`config.mk`:
```
export PLATFORM = sky130hd
export DESIGN_NAME = ambient_comp_regs
export DESIGN_NICKNAME = d
export VERILOG_FILES = /design/src/common/touch_amb_pkg.sv /design/src/common/holdoff_if.sv /design/src/design/ambient_comp_regs.sv /design/src/design/seq_holdoff_timer.sv
export SDC_FILE = /design/constraint.sdc
export NUM_CORES = 1
export LEC_CHECK = 0
export ABC_AREA = 1
export ABC_CLOCK_PERIOD_IN_PS = 4950
export BUFFER_PORTS_ARGS = -buffer_cell sky130_fd_sc_hd__buf_2
export CORE_UTILIZATION = 44
export CTS_CLUSTER_SIZE = 30
export DETAILED_ROUTE_END_ITERATION = 10
export PLACE_DENSITY_LB_ADDON = 0.25
export SYNTH_ARGS = -nofsm -noshare
export SYNTH_HDL_FRONTEND = slang
export SYNTH_SLANG_ARGS = --single-unit
```
`constraint.sdc`:
```
create_clock -name sys_clk -period 4.95 [get_ports sys_clk]
set_input_delay 0.495 -clock sys_clk [delete_from_list [all_inputs] [get_ports sys_clk]]
set_output_delay 0.495 -clock sys_clk [all_outputs]
set_load 0.02 [all_outputs]
```
`src/common/touch_amb_pkg.sv`:
```
package touch_amb_pkg;
  localparam int ADDR_W = 10;
  localparam int DATA_W = 16;
  localparam int STAGES = 8;

  localparam logic [9:0] AMB_FILTER_TIMING_OFS = 10'h002;
  localparam logic [9:0] PROX_LEVELS_OFS = 10'h003;
  localparam logic [9:0] PROX_RECAL_TIMES_OFS = 10'h004;
  localparam logic [9:0] LOW_IRQ_PIN_OFS = 10'h005;

  localparam logic [15:0] AMB_FILTER_TIMING_RST = 16'h0ff0;
  localparam logic [15:0] PROX_LEVELS_RST = 16'h0140;
  localparam logic [15:0] PROX_RECAL_TIMES_RST = 16'hffff;
  localparam logic [15:0] LOW_IRQ_PIN_RST = 16'h0000;
  // bits 11:8 of the irq/pin register hold nothing and read as zero
  localparam logic [15:0] LOW_IRQ_PIN_MASK = 16'hf0ff;

  localparam int SKIP_LSB = 0;
  localparam int FP_HOLD_LSB = 4;
  localparam int LP_HOLD_LSB = 8;
  localparam int PD_DELAY_LSB = 12;
  localparam int FORCE_BIT = 14;
  localparam int RESTART_BIT = 15;
  localparam int LVL_LSB = 0;
  localparam int RATE_LSB = 8;
  localparam int FP_RECAL_LSB = 0;
  localparam int LP_RECAL_LSB = 10;
  localparam int PIN_SETUP_LSB = 12;
  localparam int PIN_TRIG_LSB = 14;

  localparam logic [3:0] SKIP_MAX = 4'hb;
  localparam int HOLD_W = 10;
  localparam int FP_HOLD_SHIFT = 4;
  localparam int LP_HOLD_SHIFT = 2;
  localparam int NEAR_SCALE_SHIFT = 4;
  // timeout in sequences = fp count * 16 * (1.25 + 0.25*code) = fp * (20 + 4*code)
  localparam logic [5:0] PD_BASE_MULT = 6'h14;
  localparam int PD_W = 9;

  typedef enum logic [1:0] {
    PIN_OFF = 2'h0,
    PIN_IN = 2'h1,
    PIN_OUT_LOW = 2'h2,
    PIN_OUT_HIGH = 2'h3
  } pin_setup_t;

  typedef enum logic [1:0] {
    TRIG_LOW_LEVEL = 2'h0,
    TRIG_RISE = 2'h1,
    TRIG_FALL = 2'h2,
    TRIG_HIGH_LEVEL = 2'h3
  } pin_trig_t;
endpackage

```
`src/common/holdoff_if.sv`:
```
`timescale 1ns/10ps
interface holdoff_if;
  logic start;
  logic step;
  logic [touch_amb_pkg::HOLD_W-1:0] load;
  logic busy;
  modport ctl (output start, output step, output load, input busy);
  modport tmr (input start, input step, input load, output busy);
endinterface

```
`src/design/ambient_comp_regs.sv`:
```
`timescale 1ns/10ps
// Behaviour
// - skip field discards sequences between fast admits
// - full power hold-off is count times 16
// - low power hold-off is count times 4
// - power-down timeout scales hold count by factor
// - force bit makes all stages recalibrate
// - restart bit restarts sequence, then self-clears
// - near-touch recalibration level is field times 16
// - detection rate is field times 16
// - full and low power recalibration times held
// - per-stage enable gates low-threshold interrupt sources
// - pin setup: off, input, low or high output
// - input trigger: low, rise, fall, high level
// - interrupt polarity bit selects active level
module ambient_comp_regs (
  input wire logic sys_clk,
  input wire logic sys_rst,
  input wire logic reg_wr,
  input wire logic reg_rd,
  input wire logic [touch_amb_pkg::ADDR_W-1:0] reg_addr,
  input wire logic [touch_amb_pkg::DATA_W-1:0] reg_wdata,
  output logic [touch_amb_pkg::DATA_W-1:0] reg_rdata,
  output logic reg_rvalid,
  input wire logic seq_done,
  input wire logic low_power_mode,
  input wire logic near_touch,
  input wire logic [touch_amb_pkg::STAGES-1:0] low_exceed,
  input wire logic irq_polarity,
  input wire logic gpio_drive,
  input wire logic gpio_pin_in,
  output logic gpio_pin_out,
  output logic gpio_pin_oe_n,
  output logic gpio_trigger,
  output logic irq_out,
  output logic ff_admit,
  output logic cal_suspend,
  output logic force_recal,
  output logic seq_restart,
  output logic power_down_req,
  output logic [11:0] near_recal_level,
  output logic [9:0] near_detect_rate,
  output logic [9:0] fp_near_recal_time,
  output logic [5:0] lp_near_recal_time
);
  logic [15:0] amb_q, amb_d;
  logic [15:0] lvl_q, lvl_d;
  logic [15:0] recal_q, recal_d;
  logic [15:0] irqpin_q, irqpin_d;
  logic [15:0] rdata_q, rdata_d;
  logic rvalid_q, rvalid_d;
  logic [3:0] skip_q, skip_d;
  logic admit_q, admit_d;
  logic [touch_amb_pkg::PD_W-1:0] pd_q, pd_d;
  logic pd_req_q, pd_req_d;
  logic in_s1_q, in_s2_q, in_s3_q;
  logic pin_out_q, pin_out_d, pin_oe_n_q, pin_oe_n_d, trig_q, trig_d;
  logic irq_q, irq_d;
  logic [touch_amb_pkg::STAGES-1:0] low_src;
  logic [3:0] fp_hold, lp_hold, skip_lim;
  logic [touch_amb_pkg::PD_W-1:0] pd_limit;
  logic wr_amb, wr_restart;
  touch_amb_pkg::pin_setup_t pin_setup;
  touch_amb_pkg::pin_trig_t pin_trig;
  holdoff_if hif ();

  function automatic logic hit(input logic [touch_amb_pkg::ADDR_W-1:0] a,
                               input logic [touch_amb_pkg::ADDR_W-1:0] ofs);
    hit = (a == ofs);
  endfunction

  function automatic logic [touch_amb_pkg::PD_W-1:0] pd_scale(input logic [3:0] fp, input logic [1:0] code);
    logic [5:0] mult;
    mult = touch_amb_pkg::PD_BASE_MULT + {2'h0, code, 2'h0};
    // both factors widened first, so the product (at most 15 * 32) cannot wrap
    pd_scale = {5'h00, fp} * {3'h0, mult};
  endfunction

  assign fp_hold = amb_q[touch_amb_pkg::FP_HOLD_LSB +: 4];
  assign lp_hold = amb_q[touch_amb_pkg::LP_HOLD_LSB +: 4];
  // codes above the top legal value behave as the top value
  assign skip_lim = (amb_q[touch_amb_pkg::SKIP_LSB +: 4] > touch_amb_pkg::SKIP_MAX) ?
                    touch_amb_pkg::SKIP_MAX : amb_q[touch_amb_pkg::SKIP_LSB +: 4];
  assign pd_limit = pd_scale(fp_hold, amb_q[touch_amb_pkg::PD_DELAY_LSB +: 2]);
  assign pin_setup = touch_amb_pkg::pin_setup_t'(irqpin_q[touch_amb_pkg::PIN_SETUP_LSB +: 2]);
  assign pin_trig = touch_amb_pkg::pin_trig_t'(irqpin_q[touch_amb_pkg::PIN_TRIG_LSB +: 2]);
  assign wr_amb = reg_wr && hit(reg_addr, touch_amb_pkg::AMB_FILTER_TIMING_OFS);
  assign wr_restart = wr_amb && reg_wdata[touch_amb_pkg::RESTART_BIT];

  // register file
  always_comb begin
    amb_d = amb_q;
    lvl_d = lvl_q;
    recal_d = recal_q;
    irqpin_d = irqpin_q;
    // restart bit drops after one cycle; a new write of the bit in that cycle keeps it set
    amb_d[touch_amb_pkg::RESTART_BIT] = 1'b0;
    if (wr_amb) begin
      amb_d = reg_wdata;
    end
    if (reg_wr && hit(reg_addr, touch_amb_pkg::PROX_LEVELS_OFS)) begin
      lvl_d = reg_wdata;
    end
    if (reg_wr && hit(reg_addr, touch_amb_pkg::PROX_RECAL_TIMES_OFS)) begin
      recal_d = reg_wdata;
    end
    if (reg_wr && hit(reg_addr, touch_amb_pkg::LOW_IRQ_PIN_OFS)) begin
      // unused bits are not stored, so a stray one from the host is harmless
      irqpin_d = reg_wdata & touch_amb_pkg::LOW_IRQ_PIN_MASK;
    end
    rvalid_d = reg_rd;
    rdata_d = 16'h0000;
    if (reg_rd) begin
      case (reg_addr)
        touch_amb_pkg::AMB_FILTER_TIMING_OFS: rdata_d = amb_q;
        touch_amb_pkg::PROX_LEVELS_OFS: rdata_d = lvl_q;
        touch_amb_pkg::PROX_RECAL_TIMES_OFS: rdata_d = recal_q;
        touch_amb_pkg::LOW_IRQ_PIN_OFS: rdata_d = irqpin_q;
        default: rdata_d = 16'h0000;
      endcase
    end
  end

  always_ff @(posedge sys_clk or posedge sys_rst) begin
    if (sys_rst) begin
      amb_q <= touch_amb_pkg::AMB_FILTER_TIMING_RST;
      lvl_q <= touch_amb_pkg::PROX_LEVELS_RST;
      recal_q <= touch_amb_pkg::PROX_RECAL_TIMES_RST;
      irqpin_q <= touch_amb_pkg::LOW_IRQ_PIN_RST;
      rdata_q <= 16'h0000;
      rvalid_q <= 1'b0;
    end else begin
      amb_q <= amb_d;
      lvl_q <= lvl_d;
      recal_q <= recal_d;
      irqpin_q <= irqpin_d;
      rdata_q <= rdata_d;
      rvalid_q <= rvalid_d;
    end
  end

  assign reg_rdata = rdata_q;
  assign reg_rvalid = rvalid_q;
  assign force_recal = amb_q[touch_amb_pkg::FORCE_BIT];
  assign seq_restart = amb_q[touch_amb_pkg::RESTART_BIT];
  assign near_recal_level = {lvl_q[touch_amb_pkg::LVL_LSB +: 8], 4'h0};
  assign near_detect_rate = {lvl_q[touch_amb_pkg::RATE_LSB +: 6], 4'h0};
  assign fp_near_recal_time = recal_q[touch_amb_pkg::FP_RECAL_LSB +: 10];
  assign lp_near_recal_time = recal_q[touch_amb_pkg::LP_RECAL_LSB +: 6];

  // fast filter skip and power-down timeout, both counted in whole sequences
  always_comb begin
    skip_d = skip_q;
    admit_d = 1'b0;
    pd_d = pd_q;
    pd_req_d = 1'b0;
    if (seq_restart) begin
      skip_d = 4'h0;
    end else if (seq_done) begin
      if (skip_q == 4'h0) begin
        admit_d = 1'b1;
        skip_d = skip_lim;
      end else begin
        skip_d = skip_q - 1'b1;
      end
    end
    // any touch or restart, or low power already, keeps the timeout from running
    if (seq_restart || near_touch || low_power_mode) begin
      pd_d = '0;
    end else if (seq_done && pd_limit != '0 && pd_q != pd_limit) begin
      pd_d = pd_q + 1'b1;
      pd_req_d = (pd_q + 1'b1 == pd_limit);
    end
  end

  always_ff @(posedge sys_clk or posedge sys_rst) begin
    if (sys_rst) begin
      skip_q <= 4'h0;
      admit_q <= 1'b0;
      pd_q <= '0;
      pd_req_q <= 1'b0;
    end else begin
      skip_q <= skip_d;
      admit_q <= admit_d;
      pd_q <= pd_d;
      pd_req_q <= pd_req_d;
    end
  end

  assign ff_admit = admit_q;
  assign power_down_req = pd_req_q;

  // calibration hold-off after a near touch
  assign hif.start = near_touch;
  assign hif.step = seq_done;
  assign hif.load = low_power_mode ?
                    touch_amb_pkg::HOLD_W'({lp_hold, 2'h0}) :
                    touch_amb_pkg::HOLD_W'({fp_hold, 4'h0});
  assign cal_suspend = hif.busy;

  seq_holdoff_timer u_holdoff (
    .sys_clk(sys_clk),
    .sys_rst(sys_rst),
    .t(hif.tmr)
  );

  // interrupt sources and general-purpose pin
  genvar g;
  generate
    for (g = 0; g < touch_amb_pkg::STAGES; g++) begin : g_low_src
      assign low_src[g] = irqpin_q[g] & low_exceed[g];
    end
  endgenerate

  always_comb begin
    irq_d = irq_polarity ? (|low_src) : !(|low_src);
    pin_out_d = 1'b0;
    pin_oe_n_d = 1'b1;
    trig_d = 1'b0;
    case (pin_setup)
      touch_amb_pkg::PIN_OUT_LOW: begin
        pin_out_d = !gpio_drive;
        pin_oe_n_d = 1'b0;
      end
      touch_amb_pkg::PIN_OUT_HIGH: begin
        pin_out_d = gpio_drive;
        pin_oe_n_d = 1'b0;
      end
      touch_amb_pkg::PIN_IN: begin
        case (pin_trig)
          touch_amb_pkg::TRIG_LOW_LEVEL: trig_d = !in_s2_q;
          touch_amb_pkg::TRIG_RISE: trig_d = in_s2_q && !in_s3_q;
          touch_amb_pkg::TRIG_FALL: trig_d = !in_s2_q && in_s3_q;
          default: trig_d = in_s2_q;
        endcase
      end
      default: pin_oe_n_d = 1'b1;
    endcase
  end

  // in_s1_q feeds only in_s2_q; edge logic looks at the second stage onward
  always_ff @(posedge sys_clk or posedge sys_rst) begin
    if (sys_rst) begin
      in_s1_q <= 1'b0;
      in_s2_q <= 1'b0;
      in_s3_q <= 1'b0;
      irq_q <= 1'b1;
      pin_out_q <= 1'b0;
      pin_oe_n_q <= 1'b1;
      trig_q <= 1'b0;
    end else begin
      in_s1_q <= gpio_pin_in;
      in_s2_q <= in_s1_q;
      in_s3_q <= in_s2_q;
      irq_q <= irq_d;
      pin_out_q <= pin_out_d;
      pin_oe_n_q <= pin_oe_n_d;
      trig_q <= trig_d;
    end
  end

  assign irq_out = irq_q;
  assign gpio_pin_out = pin_out_q;
  assign gpio_pin_oe_n = pin_oe_n_q;
  assign gpio_trigger = trig_q;
endmodule // ambient_comp_regs

```
`src/design/seq_holdoff_timer.sv`:
```
`timescale 1ns/10ps
module seq_holdoff_timer (
  input wire logic sys_clk,
  input wire logic sys_rst,
  holdoff_if.tmr t
);
  logic [touch_amb_pkg::HOLD_W-1:0] count_q;
  logic [touch_amb_pkg::HOLD_W-1:0] count_d;

  // a fresh start wins over a step in the same cycle, so a new touch re-arms fully
  always_comb begin
    count_d = count_q;
    if (t.start) begin
      count_d = t.load;
    end else if (t.step && count_q != '0) begin
      count_d = count_q - 1'b1;
    end
  end

  always_ff @(posedge sys_clk or posedge sys_rst) begin
    if (sys_rst) begin
      count_q <= '0;
    end else begin
      count_q <= count_d;
    end
  end

  assign t.busy = (count_q != '0);
endmodule // seq_holdoff_timer

```
==> flow_summary.toml <==
[synthesis]
avgSynthCellArea_um2 = 7.991
synth-seq-area-share_pct = 45.43
synth.distinct_cells = 43
ys_async_sr_fraction_pct = 100.0
netlist_area_um2 = 6081
yosysWarnings = 0
synth_edf_count = 0
synth-seq-cells = 109
syn_inst = 761
yosys_most_used_dff = "dfrtp_1"

[placed_design]
pre_cts_slack_ns = 1.146
hpwlAfterDp_um = 10960
gp_routability_congestion = 0.8970
port_buffers = 99

[clock_tree]
clock_latency_ns = 0.36
cts_max_level = 3
cts_tree = "yes"
cts.sinks = 109
cts_hold_buffers = 0
max-clock-path-buffers = 2
post_cts_buffers = 0
cts_root_buffer = "clkbuf_16"
cts_resized = 0
clkTransAtPathRegs_ns = 0.07
cts_buffers = 9

[power_and_ir_drop]
cellPowerDensity_nw_per_um2 = 300.2
vdd_drop_max_uv = 179.7
leakagePower_nw = 3.544

[cells_and_area]
layout.nets = 900
diodes = 0
register_area_um2 = 2763
n_fill_cell = 1358
area_growth_syn_to_layout_pct = 12.72
multi_input_area_um2 = 2673
final_cell_mix = "187 x nand2_1, 99 x buf_2, 94 x inv_1, 83 x nand3_1, 81 x dfrtp_1"
final_common_cell = "nand2_1"
drive_gt1_share_pct = 19.98

[global_route]
grt_use_total_pct = 22.94
grt_pass1_vias = 4960
grt_first_pass_wirelength_um = 25170
grt-ovfl-total = 0
grt_max_degree = 70
antenna_found_initial = 0

[sta]
rsz0062_at_grt = "false"
setup_slack_ns = 1.144
clock_skew_ns = 0.01037
hold_viol = 0
maxSlewViolCount = 0
setup_tns_ns = 0
setup_viol = 0
fin_crit_ns = 3.806
finalCritPeriodShare_pct = 76.88
slew_headroom_pct = 44.49
fmax_ghz = 0.2628
tightest_slew_ns = 0.8326

[route]
postRouteAntennaNets = 0
via_count = 5244
firstDrtPassIters = 5
routed_wl_um = 15240
wl_per_cell_um = 14.98
drc = 0
drt_iter0_drc = 457
vias_per_cell = 5.156

[worst_hold_path]
hold_path_depth = 1
worstHoldPathType = "in2reg"

[setup_path]
cp_slowest_cell = "fa_1"
endpoint = "pd_q[2]$_DFFE_PP0P_"
end_kind = "register"
cp_num_cells = 16
slowest_delay_ns = 0.55
cp.buffers_inverters = 2
critPathKind = "reg2reg"
critPathLaunch = "amb_q[12]$_DFFE_PP0P_"
timing.rr.start = "amb_q[12]$_DFFE_PP0P_"
crit_fanout = 10
reg2reg_to = "pd_q[2]$_DFFE_PP0P_"
r2r_slack_ns = 1.14
crit_chain = "ha_1, or2_2, fa_1, fa_1, inv_1, fa_1, inv_1, nand2_1, nand2_1, nor2_1, nand4_1, nor2_1, nand2_2, nand2_4, nand3_1, nand2_1"
ff2ff_path_depth = 16
path_delay_family = "adder cells"
startpoint_type = "register"
critPathRequiredTime_ns = 5.24
arrival_ns = 4.10

[floorplanning]
die_h_um = 119.6
die_w_um = 119.6
boundaryPins = 108
rows = 42
start_util_pct = 45.56
fp.dieArea_um2 = 14290
fp.coreArea_um2 = 13350

[flow_run]
drv_cap = 0

[run_status]
status = "finished, final reports clean"
-- final cells by class --
| class | count | area share, % |
|---|---|---|
| Tap cell | 176 | 3.213 |
| Multi-Input combinational cell | 514 | 38.99 |
| Clock buffer | 13 | 3.943 |
| Timing Repair Buffer | 103 | 7.667 |
| Clock inverter | 3 | 0.3834 |
| Inverter | 99 | 5.495 |
| Sequential cell | 109 | 40.31 |
-- worst reg2reg max path: stages, from the launching register on --
cell	delay, ns
dfrtp_1	0.43
ha_1	0.32
or2_2	0.34
fa_1	0.46
fa_1	0.55
inv_1	0.07
fa_1	0.53
inv_1	0.08
nand2_1	0.07
nand2_1	0.05
nor2_1	0.13
nand4_1	0.11
nor2_1	0.14
nand2_2	0.16
nand2_4	0.15
nand3_1	0.08
nand2_1	0.09
-- synthesized netlist by cell type, drive strengths merged, types with 10 or more instances --
| cell | n | area share (%) |
|---|---|---|
| nand2 | 193 | 12 |
| ha | 16 | 3.3 |
| nor2 | 61 | 4.4 |
| clkbuf | 11 | 0.68 |
| nand4 | 16 | 2.0 |
| dfstp | 28 | 12 |
| a31oi | 10 | 1.3 |
| buf | 35 | 4.2 |
| inv | 98 | 6.1 |
| nand3 | 84 | 7.0 |
| dfrtp | 81 | 33 |
| o21ai | 81 | 6.7 |
-- where the power goes --
part / internal [mW] / total (mW) / switching, mW
registers: 0.949 / 0.989 / 0.0407
clock network: 0.387 / 0.719 / 0.332
logic: 0.121 / 0.349 / 0.227
-- logic make-up (layout without fill, tap and decap cells) --
logic type,count (synthesis),in the layout,synth area share (%)
other cells,1,8,0.06167
flops,109,109,45.43
simple gates,361,361,26.85
buf+inv,145,218,11.05
xor+xnor,7,7,1.008
compound gates,118,118,10.99
fa+ha+maj,20,20,4.609
-- registers in the layout (all words and copies together), names as in the netlist --
signal,cells
in_s3_q,1
gpio_trigger,1
pd_q,9
in_s1_q,1
reg_rdata,16
power_down_req,1
skip_q,4
lvl_q,16
in_s2_q,1
gpio_pin_out,1
u_holdoff.count_q,10
reg_rvalid,1
amb_q,16
irq_out,1
recal_q,16
irqpin_q,12
gpio_pin_oe_n,1
ff_admit,1
-- worst min-delay path by stage --
stage,slack [ns],to,startpoint
3_5_place_dp,0.36,in_s2_q$_DFF_PP0_,in_s1_q$_DFF_PP0_
4_1_cts,0.23,in_s1_q$_DFF_PP0_,gpio_pin_in
6_report,0.24,in_s1_q$_DFF_PP0_,gpio_pin_in
2_1_floorplan,0.33,in_s2_q$_DFF_PP0_,in_s1_q$_DFF_PP0_
5_1_grt,0.22,in_s1_q$_DFF_PP0_,gpio_pin_in
3_3_place_gp,0.36,in_s2_q$_DFF_PP0_,in_s1_q$_DFF_PP0_
-- per-stage QoR --
step | area [um^2] | power (mW) | util (%) | cells | hold WS (ns)
floorplan | 6107 | 1.263 | - | 768 | 0.3312
global placement | 6558 | 1.349 | 49.13 | 1001 | 0.3551
detailed placement | 6558 | 1.352 | 49.13 | 1001 | 0.3615
CTS | 6854 | 2.072 | 51.35 | 1017 | 0.2323
global route | 6854 | 2.173 | 51.35 | 1017 | 0.2248
finish | 6854 | 2.057 | 51.35 | 1017 | 0.2389
-- per-layer routing --
layer,track usage [%],wire length (um),share of wire (%)
met5,0,0,0
met4,6.016,198,1.3
met3,6.179,864,5.7
met2,35.80,7089,47
met1,31.52,7083,46
Power figures use the tool's default switching activity.
